### src/logic/gob_pkg.sv
// Package for the gpio output byte alias block: map, layouts, types
package gob_pkg;

    // Register bus geometry
    localparam int unsigned ADDR_W = 16;  // Byte address width
    localparam int unsigned DATA_W = 32;  // Bus data width
    localparam int unsigned PINS_W = 32;  // Full output word width

    // Alias register byte offsets
    localparam logic [15:0] OFS_ALIAS_8_11    = 16'h1208;
    localparam logic [15:0] OFS_ALIAS_12_15   = 16'h120C;
    localparam logic [15:0] OFS_ALIAS_16_19   = 16'h1210;
    // Control word offsets of our own choosing
    localparam logic [15:0] OFS_FULL_OUTPUT   = 16'h1280;
    localparam logic [15:0] OFS_OUTPUT_ENABLE = 16'h12C0;

    // Lowest pin of each alias group
    localparam int unsigned BASE_8_11  = 8;
    localparam int unsigned BASE_12_15 = 12;
    localparam int unsigned BASE_16_19 = 16;

    // Field positions inside an alias word, lowest pin first
    localparam int unsigned FLD_PIN0 = 0;
    localparam int unsigned FLD_PIN1 = 8;
    localparam int unsigned FLD_PIN2 = 16;
    localparam int unsigned FLD_PIN3 = 24;

    // Values after reset
    localparam logic [31:0] RST_ALIAS  = 32'h0000_0000;
    localparam logic [31:0] RST_OUTPUT = 32'h0000_0000;
    localparam logic [31:0] RST_ENABLE = 32'h0000_0000;
    localparam logic [31:0] RD_UNMAPPED = 32'h0000_0000;

    // Register bus request carrier
    typedef struct packed {
        logic [15:0] addr;   // Byte address
        logic [31:0] wdata;  // Write data
        logic        wr;     // Write strobe
        logic        rd;     // Read strobe
    } gob_bus_req_type;

    // Pad drive carrier
    typedef struct packed {
        logic [31:0] level;  // Driven level
        logic [31:0] oe;     // Output enable, high drives
    } gob_pad_type;

endpackage : gob_pkg

### src/logic/gob_pad_drive.sv
// Pad driver: gates the output word by the output-enable word
`timescale 1ns/1ps
`default_nettype none
module gob_pad_drive
    import gob_pkg::*;
#(
    parameter int unsigned WIDTH = 32  // Pin count
) (
    input  wire logic             clock_i,  // 100 MHz clock
    input  wire logic             srst_i,   // Sync reset, high
    input  wire logic [WIDTH-1:0] out_i,    // Full output word
    input  wire logic [WIDTH-1:0] oe_i,     // Output enable word
    output logic      [WIDTH-1:0] pad_o,    // Pad level
    output logic      [WIDTH-1:0] pad_oe_o  // Pad enable, high drives
);

    ////////////////////////////////////////////////////////////////////
    // State
    typedef struct packed {
        logic [WIDTH-1:0] pad;  // Registered level
        logic [WIDTH-1:0] oe;   // Registered enable
    } gob_drv_state_type;

    gob_drv_state_type state_reg;   // Current state
    gob_drv_state_type state_next;  // Next state

    // Level is stored bit gated by enable; pin driven only when enabled
    always_comb begin
        state_next     = state_reg;
        state_next.pad = out_i & oe_i;
        state_next.oe  = oe_i;
    end

    // Register the copy
    always_ff @(posedge clock_i) begin
        if (srst_i) begin
            state_reg <= '0;
        end else begin
            state_reg <= state_next;
        end
    end

    assign pad_o    = state_reg.pad;
    assign pad_oe_o = state_reg.oe;

    ////////////////////////////////////////////////////////////////////
    // Checks
    a_pad_follows_en: assert property (
        @(posedge clock_i) disable iff (srst_i)
        ##1 pad_oe_o == $past(oe_i)
            && pad_o == ($past(out_i) & $past(oe_i)))
        else $error("pad level or enable does not follow words");

    a_pad_off_low: assert property (
        @(posedge clock_i) disable iff (srst_i)
        (pad_oe_o & pad_o) == pad_o)
        else $error("pad level high while not driven");

endmodule : gob_pad_drive
`default_nettype wire

### src/logic/gob_alias_top.sv
// Output data word with byte-lane alias writes for pins 8 to 19
//
// Operation
// - Alias 0x1208 writes output bits 11..8
// - Alias 0x120C writes output bits 15..12
// - Alias 0x1210 writes output bits 19..16
// - Pins sit at bits 0,8,16,24
// - Stored bit drives pin only when enabled
// - Alias fields write-only, reset to zero
//
// Design decision made here: strobed register access.
`timescale 1ns/1ps
`default_nettype none
module gob_alias_top
    import gob_pkg::*;
(
    input  wire logic        clock_i,    // 100 MHz clock
    input  wire logic        srst_i,     // Sync reset, high
    input  wire logic [15:0] addr_i,     // Byte address
    input  wire logic [31:0] wdata_i,    // Write data
    input  wire logic        wr_i,       // Write strobe
    input  wire logic        rd_i,       // Read strobe
    output logic      [31:0] rdata_o,    // Read data, cycle after strobe
    output logic      [31:0] out_word_o, // Full output word
    output logic      [31:0] pad_o,      // Pin levels
    output logic      [31:0] pad_oe_o    // Pin enables, high drives
);

    ////////////////////////////////////////////////////////////////////
    // Helpers

    // Gather the four pin bits of an alias word
    function automatic logic [3:0] alias_bits(input logic [31:0] w);
        alias_bits = {w[FLD_PIN3], w[FLD_PIN2], w[FLD_PIN1], w[FLD_PIN0]};
    endfunction : alias_bits

    // Merge four bits into the word at a group base
    function automatic logic [31:0] merge4(input logic [31:0] word,
                                           input logic [3:0]  bits,
                                           input int unsigned base);
        logic [31:0] res;
        res = word;
        for (int i = 0; i < 4; i++) begin
            res[base + i] = bits[i];
        end
        merge4 = res;
    endfunction : merge4

    ////////////////////////////////////////////////////////////////////
    // State
    typedef struct packed {
        logic [31:0] out_word;  // Full output word
        logic [31:0] oe_word;   // Output enable word
        logic [31:0] rdata;     // Read answer
    } gob_state_type;

    gob_state_type   state_reg;   // Current state
    gob_state_type   state_next;  // Next state
    gob_bus_req_type req;         // Bundled bus request

    assign req = '{addr: addr_i, wdata: wdata_i, wr: wr_i, rd: rd_i};

    // Decode writes and reads
    always_comb begin
        state_next       = state_reg;
        state_next.rdata = RD_UNMAPPED;
        if (req.wr) begin
            unique case (req.addr)
                OFS_ALIAS_8_11: begin
                    state_next.out_word = merge4(state_reg.out_word,
                        alias_bits(req.wdata), BASE_8_11);
                end
                OFS_ALIAS_12_15: begin
                    state_next.out_word = merge4(state_reg.out_word,
                        alias_bits(req.wdata), BASE_12_15);
                end
                OFS_ALIAS_16_19: begin
                    state_next.out_word = merge4(state_reg.out_word,
                        alias_bits(req.wdata), BASE_16_19);
                end
                OFS_FULL_OUTPUT: begin
                    state_next.out_word = req.wdata;  // Whole word
                end
                OFS_OUTPUT_ENABLE: begin
                    state_next.oe_word = req.wdata;   // Enable word
                end
                default: begin
                    state_next.out_word = state_reg.out_word;  // Ignored
                end
            endcase
        end
        if (req.rd) begin
            unique case (req.addr)
                OFS_FULL_OUTPUT: begin
                    state_next.rdata = state_reg.out_word;  // Stored output word
                end
                OFS_OUTPUT_ENABLE: begin
                    state_next.rdata = state_reg.oe_word;
                end
                default: begin
                    state_next.rdata = RD_UNMAPPED;  // Aliases read zero
                end
            endcase
        end
    end

    // Register the copy; all words clear on reset
    always_ff @(posedge clock_i) begin
        if (srst_i) begin
            state_reg.out_word <= RST_OUTPUT;
            state_reg.oe_word  <= RST_ENABLE;
            state_reg.rdata    <= RST_ALIAS;
        end else begin
            state_reg <= state_next;
        end
    end

    assign rdata_o    = state_reg.rdata;
    assign out_word_o = state_reg.out_word;

    ////////////////////////////////////////////////////////////////////
    // Pad drive
    gob_pad_drive #(
        .WIDTH (PINS_W)
    ) u_pad (
        .clock_i  (clock_i),
        .srst_i   (srst_i),
        .out_i    (state_reg.out_word),
        .oe_i     (state_reg.oe_word),
        .pad_o    (pad_o),
        .pad_oe_o (pad_oe_o)
    );

    ////////////////////////////////////////////////////////////////////
    // Checks
    a_alias_lo_write: assert property (
        @(posedge clock_i) disable iff (srst_i)
        wr_i && addr_i == OFS_ALIAS_8_11 |=> out_word_o[11:8] ==
        {$past(wdata_i[24]), $past(wdata_i[16]),
         $past(wdata_i[8]), $past(wdata_i[0])})
        else $error("alias 8-11 write not applied");

    a_alias_mid_write: assert property (
        @(posedge clock_i) disable iff (srst_i)
        wr_i && addr_i == OFS_ALIAS_12_15 |=> out_word_o[15:12] ==
        {$past(wdata_i[24]), $past(wdata_i[16]),
         $past(wdata_i[8]), $past(wdata_i[0])})
        else $error("alias 12-15 write not applied");

    a_alias_hi_write: assert property (
        @(posedge clock_i) disable iff (srst_i)
        wr_i && addr_i == OFS_ALIAS_16_19 |=> out_word_o[19:16] ==
        {$past(wdata_i[24]), $past(wdata_i[16]),
         $past(wdata_i[8]), $past(wdata_i[0])})
        else $error("alias 16-19 write not applied");

    a_top_pin_lane: assert property (
        @(posedge clock_i) disable iff (srst_i)
        wr_i && addr_i == OFS_ALIAS_8_11 && wdata_i == 32'h0100_0000
        |=> out_word_o[11:8] == 4'h8)
        else $error("highest pin not taken from bit 24");

    a_alias_keeps_rest: assert property (
        @(posedge clock_i)
        disable iff (srst_i)
        wr_i && (addr_i == OFS_ALIAS_8_11 || addr_i == OFS_ALIAS_12_15
                 || addr_i == OFS_ALIAS_16_19)
        |=> out_word_o[31:20] == $past(out_word_o[31:20])
            && out_word_o[7:0] == $past(out_word_o[7:0]))
        else $error("alias write disturbed other pins");

    a_alias_reads_zero: assert property (
        @(posedge clock_i)
        disable iff (srst_i)
        rd_i && (addr_i == OFS_ALIAS_8_11 || addr_i == OFS_ALIAS_12_15
                 || addr_i == OFS_ALIAS_16_19)
        |=> rdata_o == 32'h0000_0000)
        else $error("write-only alias returned data");

    a_reset_clears: assert property (
        @(posedge clock_i)
        srst_i |=> out_word_o == 32'h0000_0000
            && rdata_o == 32'h0000_0000)
        else $error("output word not cleared by reset");

    a_pin_drive: assert property (
        @(posedge clock_i) disable iff (srst_i)
        ##1 pad_o == ($past(out_word_o) & $past(state_reg.oe_word)))
        else $error("pin level disagrees with stored bit and enable");

    // Plain cycles leave the output word alone
    a_idle_keeps_word: assert property (
        @(posedge clock_i) disable iff (srst_i)
        !wr_i |=> out_word_o == $past(out_word_o))
        else $error("output word moved without a write");

    // Alias writes never touch the enable word
    a_alias_keeps_en: assert property (
        @(posedge clock_i) disable iff (srst_i)
        wr_i && (addr_i == OFS_ALIAS_8_11 || addr_i == OFS_ALIAS_12_15
                 || addr_i == OFS_ALIAS_16_19)
        |=> state_reg.oe_word == $past(state_reg.oe_word))
        else $error("alias write disturbed the enable word");

    // Lowest pin of the top group comes from bit 0
    a_low_pin_lane: assert property (
        @(posedge clock_i) disable iff (srst_i)
        wr_i && addr_i == OFS_ALIAS_16_19 && wdata_i == 32'h0000_0001
        |=> out_word_o[19:16] == 4'h1)
        else $error("lowest pin not taken from bit 0");

    // Read data stand only in the cycle after a read
    a_rdata_idle_zero: assert property (
        @(posedge clock_i) disable iff (srst_i)
        !rd_i |=> rdata_o == RD_UNMAPPED)
        else $error("read data present without a read");

    // Unmapped writes leave both words alone
    a_unmapped_ignored: assert property (
        @(posedge clock_i) disable iff (srst_i)
        wr_i && addr_i != OFS_ALIAS_8_11 && addr_i != OFS_ALIAS_12_15
        && addr_i != OFS_ALIAS_16_19 && addr_i != OFS_FULL_OUTPUT
        && addr_i != OFS_OUTPUT_ENABLE
        |=> out_word_o == $past(out_word_o)
            && state_reg.oe_word == $past(state_reg.oe_word))
        else $error("unmapped write changed a word");

endmodule : gob_alias_top
`default_nettype wire

### config.mk
export PLATFORM = sky130hd
export DESIGN_NAME = gob_alias_top
export DESIGN_NICKNAME = d
export VERILOG_FILES = /design/src/logic/gob_pkg.sv /design/src/logic/gob_pad_drive.sv /design/src/logic/gob_alias_top.sv
export SDC_FILE = /design/constraint.sdc
export NUM_CORES = 1
export LEC_CHECK = 0
export BUFFER_PORTS_ARGS = -buffer_cell sky130_fd_sc_hd__buf_2
export CORE_ASPECT_RATIO = 0.9
export CORE_MARGIN = 8
export CORE_UTILIZATION = 50
export CTS_CLUSTER_SIZE = 12
export DETAILED_ROUTE_END_ITERATION = 12
export GPL_TIMING_DRIVEN = 0
export PLACE_DENSITY = 0.78
export SLEW_MARGIN = 15
export SYNTH_ARGS = -nofsm -noshare
export SYNTH_HDL_FRONTEND = slang
export SYNTH_SLANG_ARGS = --single-unit
### constraint.sdc
create_clock -name clock_i -period 2.73 [get_ports clock_i]
set_clock_uncertainty 0.05 [all_clocks]
set_input_delay 0.273 -clock clock_i [delete_from_list [all_inputs] [get_ports clock_i]]
set_output_delay 0.273 -clock clock_i [all_outputs]
set_load 0.02 [all_outputs]
=== After elaboration in Yosys (flattened, before gate mapping) ===
Index checks and enable logic that the tools add are counted.

* Bits in registers: 160
* Input port bits: 52
* Output and inout port bits: 128
* Word-level logic and storage cells: 29

* Equality and inequality tests: 5
* Multiplexer cells: 2
* Bitwise gates (word level): 5
* Reductions and logical operators: 9

{| class="wikitable"
|+ Operator list
! cell !! count
|-
| 32-bit case mux with 4 select lines || 1
|-
| 16-bit by 13-bit equality test with 1-bit output, second input constant || 5
|-
| 32-bit case mux with 2 select lines || 1
|-
| 32-bit AND || 1
|-
| 4-bit AND reduction || 3
|-
| 2-bit nonzero test || 3
|-
| 5-bit AND reduction || 1
|-
| 1-bit NOT || 4
|-
| 2-bit AND reduction || 1
|-
| 2-bit OR reduction || 1
|}

=== Longest topological paths before layout ===
Gate-level depths: netlist (run 1).

* Depth after elaboration: 3
* Gate-level depth with buffers: 8
* Mapped depth without buffers: 5

=== Modules after synthesis ===
From an unflattened synthesis (run 1), not the netlist that was laid out.

* Cells, all modules: 638
* Area total of the unflattened synthesis: 6,094.6 um^2

{| class="wikitable"
|+ By module, submodules not included
! module !! instances !! cells each !! area an instance (um^2) !! seq. area each (um^2)
|-
| gob_alias_top || 1 || 504 || 4,302.9 || 1,921.8
|-
| gob_pad_drive || 1 || 134 || 1,791.7 || 1,281.2
|}

=== Worst setup path before layout (run 1) ===
No wires, ideal clock.

* Kind: in2reg
* From: input port addr_i[13]
* To: register state_reg, in the netlist out_word_o[10]
* Setup time: 131 ps
* Arrival time: 1,779 ps
* Data required time: 2,549 ps
* Path slack: 770 ps
* Stages on the path: 4
* Buffers on the path: 0
* Path through: or4b_1 or4b_1 a221oi_1 nor3_1

* Word-level cells in the longest chain between the ends: 3
* Elaborated cells between the ends (all ways): 9
* Classes of those cells: eq/ne (4); mux (1); bitwise (2); reduce/logical (2)

{| class="wikitable"
|+ RTL lines
! element !! line !! RTL
|-
| from (decl) || gob_alias_top.sv:19 || <nowiki>input wire logic [15:0] addr_i,</nowiki>
|-
| 16-bit by 13-bit equality test with 1-bit output || gob_alias_top.sv:68 || <nowiki>unique case (req.addr)</nowiki>
|-
| 2-bit nonzero test (no line) / 1-bit NOT (equally long branches) || - ||
|-
| 4-bit AND reduction (no line) || - ||
|-
| to (signal assigned) || gob_alias_top.sv:114 || <nowiki>state_reg <= state_next;</nowiki>
|-
| to (decl) || gob_alias_top.sv:57 || <nowiki>gob_state_type state_reg;</nowiki>
|}

Parallel ways exist; a longest one is shown, timed or not. The select of a mux whose other input is x is not followed.
A chain may end at the register's enable or synchronous reset.

=== Worst setup path after layout (run 1) ===
* From: input port addr_i[13]
* To: register state_reg[60] (netlist name)

* Word-level cells in the longest chain between the ends: 2

{| class="wikitable"
|+ RTL lines
! element !! line
|-
| 16-bit by 13-bit equality test with 1-bit output || gob_alias_top.sv:68
|-
| 2-bit AND reduction (no line) || -
|}

Every way passes these cells.

==> out/qor_table.md, run 1 <==
| Result | This run | Unit |
|:---|:---|:---|
| Maximum number of pins on one net before global-route repair | 17 | - |
| Unrepaired setup endpoints after global routing | false | - |
| Most frequent cell after synthesis | sky130_fd_sc_hd__dfxtp_1 | - |
| Power density of the placed cells | 610 | nW/um2 |
| Setup TNS | 0 | ps |
| Maximum resistive drop on vdd | 0.652 | mV |
| Fraction of registers with async set/reset | 0 | - |
| HP Class | input port to flip-flop | - |
| Crit path required time | 2960 | ps |
| Crit path launch | addr_i[13] | - |
| Height of the die | 119 | um |
| Total Routed Length | 16.3 | mm |
| Antenna violations before repair | 0 | - |
| Die Area | 15600 | um2 |
| Latest clock arrival within the worst-skew pair | 420 | ps |
| Half-perimeter wire length after placement | 12.2 | mm |
| Max-slew headroom at the worst pin | 0.422 | - |
| Via count | 5016 | - |
| Routed wirelength normalized by instance count | 16.4 | um |
| Initial cell density of the core | 0.516 | - |
| Leakage power of the design | 3.38 | nW |
| Top cells by count, synth | sky130_fd_sc_hd__dfxtp_1, sky130_fd_sc_hd__nand2_1, sky130_fd_sc_hd__buf_4 | - |
| Clk slew on worst S/H paths | 60 | ps |
| Average cell area after synthesis | 9.44 | um2 |
| FF-to-FF Start | out_word_o[15] | - |
| Number of global-route vias before repair | 5145 | - |
| Number of buffers inserted to repair setup after CTS | 0 | - |
| Most used flip-flop cell after synthesis | sky130_fd_sc_hd__dfxtp_1 | - |
| GRT Util Overall | 0.211 | - |
| DRC marker count from the first detailed-route iteration | 425 | - |
| Core occupancy in the finished layout | 0.656 | - |
| Ant. Diodes | 0 | - |
| Share of Yosys cell area claimed by the top area cell type | 0.539 | - |
| Quantity of hold-fixing buffers added after cts | 0 | - |
| Layout area overhead | 27.2 | % |
| Count of flip-flops with a built-in enable after synthesis | 0 | - |
| Fmax | 438 | MHz |
| Register area share after synthesis | 0.539 | - |
| Post-layout nets | 877 | - |
| Mapped cell area | 5950 | um2 |
| Worst Path Class, Setup | input port to flip-flop | - |
| Number of endpoints failing setup at the final stage | 0 | - |
| Final number of hold-violating endpoints | 0 | - |
| Initial DRT Pass Iterations | 5 | - |
| Horizontal die dimension | 131 | um |
| Cell types occupying the most area after synthesis | sky130_fd_sc_hd__dfxtp_1, sky130_fd_sc_hd__buf_4, sky130_fd_sc_hd__nand2_1, sky130_fd_sc_hd__a21oi_1, sky130_fd_sc_hd__and2_1 | - |
| Critical path endpoint category | flip-flop | - |
| DR DRC count | 0 | - |
| Via density per instance | 5.05 | - |
| Clock Root Buffer | sky130_fd_sc_hd__clkbuf_16 | - |
| Worst R2R End | out_word_o[15] | - |
| Yosys reg bits | 160 | - |
| Buffer depth of the longest clock path | 2 | - |
| Fraction of layout cells with a size suffix above 1 | 0.372 | - |
| Worst setup endpoint | state_reg[60] | - |
| Slew Limit Fails | 0 | - |
| Number of max-cap violations | 0 | - |
| Net count after synthesis | 682 | - |
| Min Tclk post-route | 2290 | ps |
| Clock tree from TritonCTS | yes | - |
| # H-tree levels | 4 | - |
| Cell count after synthesis | 630 | - |
| Arrival time of the worst setup path | 2510 | ps |
| Number of library cell types mapped by synthesis | 40 | - |
| Worst slew pin tran | 855 | ps |
| Register-to-Register Path Depth | 3 | - |
| IO Pins | 180 | - |
| R2R setup slack | 1840 | ps |
| Total number of placement rows | 37 | - |
| Run status | finished clean | - |
| PostCTS Resize Cnt | 0 | - |
| Grt ovf | 0 | - |
| Area of the core | 11500 | um2 |
| Global-route wire length before repair | 25.9 | mm |
| TritonCTS Sinks | 160 | - |
| Count of input and output buffers | 176 | - |
| Placer's final routability congestion estimate | 0.848 | - |
| Number of nets still failing antenna checks after routing | 0 | - |
| Most area-hungry cell type in the Yosys netlist | sky130_fd_sc_hd__dfxtp_1 | - |
| Ratio of final minimum period to clock period | 0.837 | - |
| Maximum fanout encountered on the critical timing path | 10 | - |
| Number of clock buffers inserted by TritonCTS | 17 | - |
| Kind of launch point of the worst setup path | input port | - |
| Number of warnings printed during yosys synthesis | 0 | - |
stage by stage:
stage | instances | setup slack (ps) | total power, mW | hold slack, ps | instance area, um2
6_report | 994 | 445 | 4.61 | 54.0 | 7560
5_1_grt | 994 | 288 | 4.76 | 55.3 | 7560
4_1_cts | 994 | 531 | 4.64 | 41.6 | 7560
3_5_place_dp | 962 | 120 | 2.52 | 408 | 7020
3_3_place_gp | 962 | 194 | 2.52 | 400 | 7020
2_1_floorplan | 630 | 770 | 2.44 | 344 | 5950
area by class of cell:
type	instances	area, um2
Clock buffer	17	425
Clock inverter	15	114
Timing Repair Buffer	176	881
Multi-Input combinational cell	370	2070
Sequential cell	160	3200
Tap cell	156	195
Fill cell	969	3970
Buffer	100	676
metal layers:
layer | part of all wire | routed length (um) | vias to the layer above | global-route usage
li1 | - | - | 2427 | -
met1 | 0.40 | 6480 | 2385 | 0.239
met2 | 0.50 | 8110 | 177 | 0.354
met3 | 0.091 | 1480 | 27 | 0.0763
met4 | 0.016 | 254 | 0 | 0.0803
met5 | 0 | 0 | - | 0
power by group:
part,total [mW],switching (mW),internal [mW]
logic,0.133,0.0881,0.0448
registers,2.33,0.0000118,2.33
clock network,2.14,0.972,1.17
total,4.61,1.06,3.55
layout by cell type (no fill, tap or decap), drive strengths merged, types with 5 or more instances in the layout:
cell type,instances
nand2b,5
nor3,6
dfxtp,160
and3,7
nand2,111
and2,34
clkinvlp,5
nor2,39
buf,255
nor2b,32
clkinv,6
a22oi,32
a21oi,56
a31oi,9
clkbuf,38
kinds of logic (layout without fill, tap and decap cells):
kind of cell / Yosys count / count (layout) / share of synthesized area
XOR/XNOR: 2 / 2 / 0.00295
flip-flops: 160 / 160 / 0.539
AND/OR/NAND/NOR: 258 / 258 / 0.224
buffers and inverters: 100 / 308 / 0.114
AO/OA/AOI/OAI: 110 / 110 / 0.121
worst min-delay path by stage:
stage             startpoint              to  slack, ps  depth (start not counted)
2_1_floorplan    wdata_i[24]  out_word_o[15]        340                          2
3_3_place_gp   state_reg[56]   state_reg[56]        400                          2
3_5_place_dp   state_reg[62]   state_reg[62]        410                          2
4_1_cts           wdata_i[5]   out_word_o[5]         40                          3
5_1_grt          wdata_i[31]  out_word_o[31]         60                          3
6_report         wdata_i[31]  out_word_o[31]         50                          3
worst max-delay path, stage by stage:
cell	delay [ps]
sky130_fd_sc_hd__buf_2	100
sky130_fd_sc_hd__nor4b_1	750
sky130_fd_sc_hd__and3_1	310
sky130_fd_sc_hd__buf_2	230
sky130_fd_sc_hd__nand3_1	230
sky130_fd_sc_hd__clkbuf_1	330
sky130_fd_sc_hd__nand2_1	180
sky130_fd_sc_hd__a21oi_1	100
No activity file was read; power rests on OpenSTA's default activity.
==> inputs of run 2 (changes only) <==
--- a/config.mk
+++ b/config.mk
@@ -5,6 +5,7 @@
 export SDC_FILE = /design/constraint.sdc
 export NUM_CORES = 1
 export LEC_CHECK = 0
+export ABC_AREA = 1
 export BUFFER_PORTS_ARGS = -buffer_cell sky130_fd_sc_hd__buf_2
 export CORE_ASPECT_RATIO = 0.9
 export CORE_MARGIN = 8
==> constraint.sdc (replaced) <==
create_clock -name clock_i -period 2.4 [get_ports clock_i]
set_clock_uncertainty 0.05 [all_clocks]
set_input_delay 0.24 -clock clock_i [delete_from_list [all_inputs] [get_ports clock_i]]
set_output_delay 0.24 -clock clock_i [all_outputs]
set_load 0.02 [all_outputs]
==> run 2 against run 1 <==
Effect of this change:
- final cell count up 16%
- hold slack worse by 41 ps
- sequential share of layout area down 1.2 points
- sequential power up 14%
- via count up 11%
- synthesized cell count up 25%
- critical path type unchanged
==> out/qor_table.md, run 2 <==
| Result | This run | Unit | Change |
|:---|:---|:---|:---|
| Run status | finished clean | - |  |
| Crit path required time | 2630 | ps | -330 ps |
| Most frequent standard cell in the layout excluding fill and tap cells | sky130_fd_sc_hd__buf_2 | - |  |
| GRT Util Overall | 0.222 | - | +0.0105 |
| Half-perimeter wire length after placement | 12.7 | mm | +4.2% |
| Power density of the placed cells | 698 | nW/um2 | +15% |
| Latest clock arrival within the worst-skew pair | 420 | ps | about the same |
| Register area share after synthesis | 0.524 | - | -0.0151 |
| Horizontal die dimension | 133 | um | +1.3% |
| Core occupancy in the finished layout | 0.650 | - | -0.00607 |
| Synth Area in Adders | 0 | - | unchanged |
| Area of the core | 12000 | um2 | +3.9% |
| Number of buffers inserted to repair setup after CTS | 0 | - | unchanged |
| Crit-path slowest cell | sky130_fd_sc_hd__buf_1 | - |  |
| Final number of hold-violating endpoints | 0 | - | unchanged |
| Fraction of the mapped netlist area in simple logic gates | 0.245 | - | +0.0215 |
| Count of input and output buffers | 178 | - | +1.1% |
| Global-route wire length before repair | 28.3 | mm | +9.4% |
| Most used flip-flop cell after synthesis | sky130_fd_sc_hd__dfxtp_1 | - |  |
| Worst Path Class, Setup | input port to flip-flop | - |  |
| # H-tree levels | 4 | - | unchanged |
| Top cells by count, synth | sky130_fd_sc_hd__dfxtp_1, sky130_fd_sc_hd__nand2_1, sky130_fd_sc_hd__nor2_1 | - |  |
| Net count after synthesis | 839 | - | +23% |
| Synth Area in Compound Gates | 0.0777 | - | -0.0431 |
| Share of Yosys cell area claimed by the top area cell type | 0.524 | - | -0.0151 |
| Ratio of final minimum period to clock period | 0.643 | - |  |
| Fraction of layout cells with a size suffix above 1 | 0.302 | - | -0.0704 |
| Leakage power of the design | 3.72 | nW | +10% |
| Min Tclk post-route | 1540 | ps |  |
| HP Class | input port to flip-flop | - |  |
| Number of warnings printed during yosys synthesis | 0 | - | unchanged |
| DRC marker count from the first detailed-route iteration | 449 | - | +5.6% |
| Clk slew on worst S/H paths | 60 | ps | about the same |
| Mux contribution to synthesized area | 0 | - | unchanged |
| Clock Root Buffer | sky130_fd_sc_hd__clkbuf_16 | - |  |
| Arrival time of the worst setup path | 1770 | ps | -740 ps |
| Cell types occupying the most area after synthesis | sky130_fd_sc_hd__dfxtp_1, sky130_fd_sc_hd__nand2_1, sky130_fd_sc_hd__buf_4, sky130_fd_sc_hd__nor2_1, sky130_fd_sc_hd__a21oi_1 | - |  |
| TritonCTS Sinks | 160 | - | unchanged |
| Maximum fanout encountered on the critical timing path | 10 | - | unchanged |
| IO Pins | 180 | - | unchanged |
| Max-slew headroom at the worst pin | 0.533 | - | +0.112 |
| Slew Limit Fails | 0 | - | unchanged |
| Delay of the slowest cell on the worst path | 600 | ps | -150 ps |
| Placer's final routability congestion estimate | 0.948 | - | +12% |
| Worst slew pin tran | 700 | ps | -155 ps |
| Most common cell type on the critical path | sky130_fd_sc_hd__clkbuf_1 | - |  |
| Initial cell density of the core | 0.511 | - | -0.00525 |
| Largest family of logic cells by synthesized area | simple AND/OR/NAND/NOR gates | - |  |
| Yosys reg bits | 160 | - | unchanged |
| PostCTS Resize Cnt | 0 | - | unchanged |
| Fmax | 648 | MHz |  |
| Unrepaired setup endpoints after global routing | false | - |  |
| Total Routed Length | 17.7 | mm | +8.5% |
| Grt ovf | 0 | - | unchanged |
| Via density per instance | 4.83 | - | -4.3% |
| Most frequent cell after synthesis | sky130_fd_sc_hd__dfxtp_1 | - |  |
| Maximum resistive drop on vdd | 0.445 | mV | -32% |
| Layout area overhead | 27.3 | % | about the same |
| Most frequent cells in the layout | sky130_fd_sc_hd__buf_2, sky130_fd_sc_hd__dfxtp_1, sky130_fd_sc_hd__nand2_1 | - |  |
| DR DRC count | 0 | - | unchanged |
| Cell count after synthesis | 787 | - | +25% |
| Number of endpoints failing setup at the final stage | 0 | - | unchanged |
| Height of the die | 121 | um | +1.2% |
| Number of clock buffers inserted by TritonCTS | 17 | - | unchanged |
| Number of nets still failing antenna checks after routing | 0 | - | unchanged |
| Ordered list of cells on the worst path | clkbuf_1 > clkbuf_1 > buf_1 > nor2_1 | - |  |
| Antenna violations before repair | 1 | - | +1 |
| Post-layout nets | 1036 | - | +18% |
| Maximum number of pins on one net before global-route repair | 17 | - | unchanged |
| Ant. Diodes | 0 | - | unchanged |
| Mapped cell area | 6120 | um2 | +2.9% |
| Instance area after placement | 7210 | um2 | +2.7% |
| Final std cell area, no fill | 7790 | um2 | +3.0% |
| Number of library cell types mapped by synthesis | 19 | - | -53% |
| Die Area | 16000 | um2 | +2.5% |
| Via count | 5590 | - | +11% |
| Clock tree from TritonCTS | yes | - |  |
| Number of global-route vias before repair | 5464 | - | +6.2% |
| Critical path endpoint category | flip-flop | - |  |
| Total number of placement rows | 38 | - | +2.7% |
| Fraction of registers with async set/reset | 0 | - | unchanged |
| Average cell area after synthesis | 7.77 | um2 | -18% |
| Post-Synth XOR/XNOR Area | 0 | - | -0.00295 |
| Setup TNS | 0 | ps | unchanged |
| Routed wirelength normalized by instance count | 15.3 | um | -6.8% |
| Count of flip-flops with a built-in enable after synthesis | 0 | - | unchanged |
| Buffer depth of the longest clock path | 2 | - | unchanged |
| Kind of launch point of the worst setup path | input port | - |  |
| Most area-hungry cell type in the Yosys netlist | sky130_fd_sc_hd__dfxtp_1 | - |  |
| Initial DRT Pass Iterations | 6 | - | +1 |
| Number of max-cap violations | 0 | - | unchanged |
| Quantity of hold-fixing buffers added after cts | 0 | - | unchanged |
run 2: cell count changes after synthesis, moves of 9 or more:
cell,delta
sky130_fd_sc_hd__inv_1,+63
sky130_fd_sc_hd__a31oi_1,-9
sky130_fd_sc_hd__and2_1,-34
sky130_fd_sc_hd__nor2b_1,-32
sky130_fd_sc_hd__nor2_1,+87
sky130_fd_sc_hd__nor3_1,+34
sky130_fd_sc_hd__a22oi_2,-10
sky130_fd_sc_hd__nand3_1,+40
sky130_fd_sc_hd__o21ai_0,+31
sky130_fd_sc_hd__nand2_1,+48
sky130_fd_sc_hd__a22oi_1,-22
run 2: worst max-delay path: cells and delay by family:
kind / cells / cell delay (ps)
buffers and inverters: 3 / 1400
and+or+nand+nor: 1 / 110
run 2: power by group:
part           internal [mW]  total [mW]  switching, mW
combinational         0.0458       0.162          0.116
sequential              2.65        2.65      0.0000171
clock                   1.50        2.62           1.11
total                   4.20        5.43           1.23
run 2: per-layer routing:
layer  vias up  GRT usage  wire length, um
li1       2801          -                -
met1      2507      0.268             7280
met2       257      0.361             8330
met3        23     0.0857             1830
met4         2     0.0666              261
met5         -          0                8
run 2: layout make-up:
type                       count  area (um2)
buffer                       105         696
clock buffer                  19         453
clock inverter                13         125
fill                        1077        4200
inverter                      64         241
multi-input combinational    458        1980
sequential                   160        3200
tap                          160         200
timing repair buffer         178         891
run 2: worst paths after layout:
| kind | slack, ps | end | from | depth (start not counted) |
|---|---|---|---|---|
| max | 860 | u_pad.pad_o[29] | srst_i | 4 |
| min | 10 | state_reg[33] | wdata_i[1] | 3 |
| max reg2reg | 1590 | u_pad.pad_o[18] | state_reg[50] | 2 |
| min reg2reg | 410 | u_pad.pad_oe_o[29] | state_reg[61] | 2 |
run 2: kinds of logic after synthesis:
| kind of cell | Yosys count |
|---|---|
| flip-flops | 160 |
| AO/OA/AOI/OAI | 95 |
| buffers and inverters | 169 |
| AND/OR/NAND/NOR | 363 |
run 2: metrics by stage:
| step | hold WS [ps] | worst slack [ps] | cells | total power [mW] |
|---|---|---|---|---|
| 2_1_floorplan | 332 | 1030 | 787 | 2.78 |
| 3_3_place_gp | 397 | 441 | 1125 | 2.87 |
| 3_5_place_dp | 398 | 387 | 1125 | 2.87 |
| 4_1_cts | 7.28 | 833 | 1157 | 5.46 |
| 5_1_grt | 14.9 | 680 | 1157 | 5.61 |
| 6_report | 13.5 | 857 | 1157 | 5.43 |
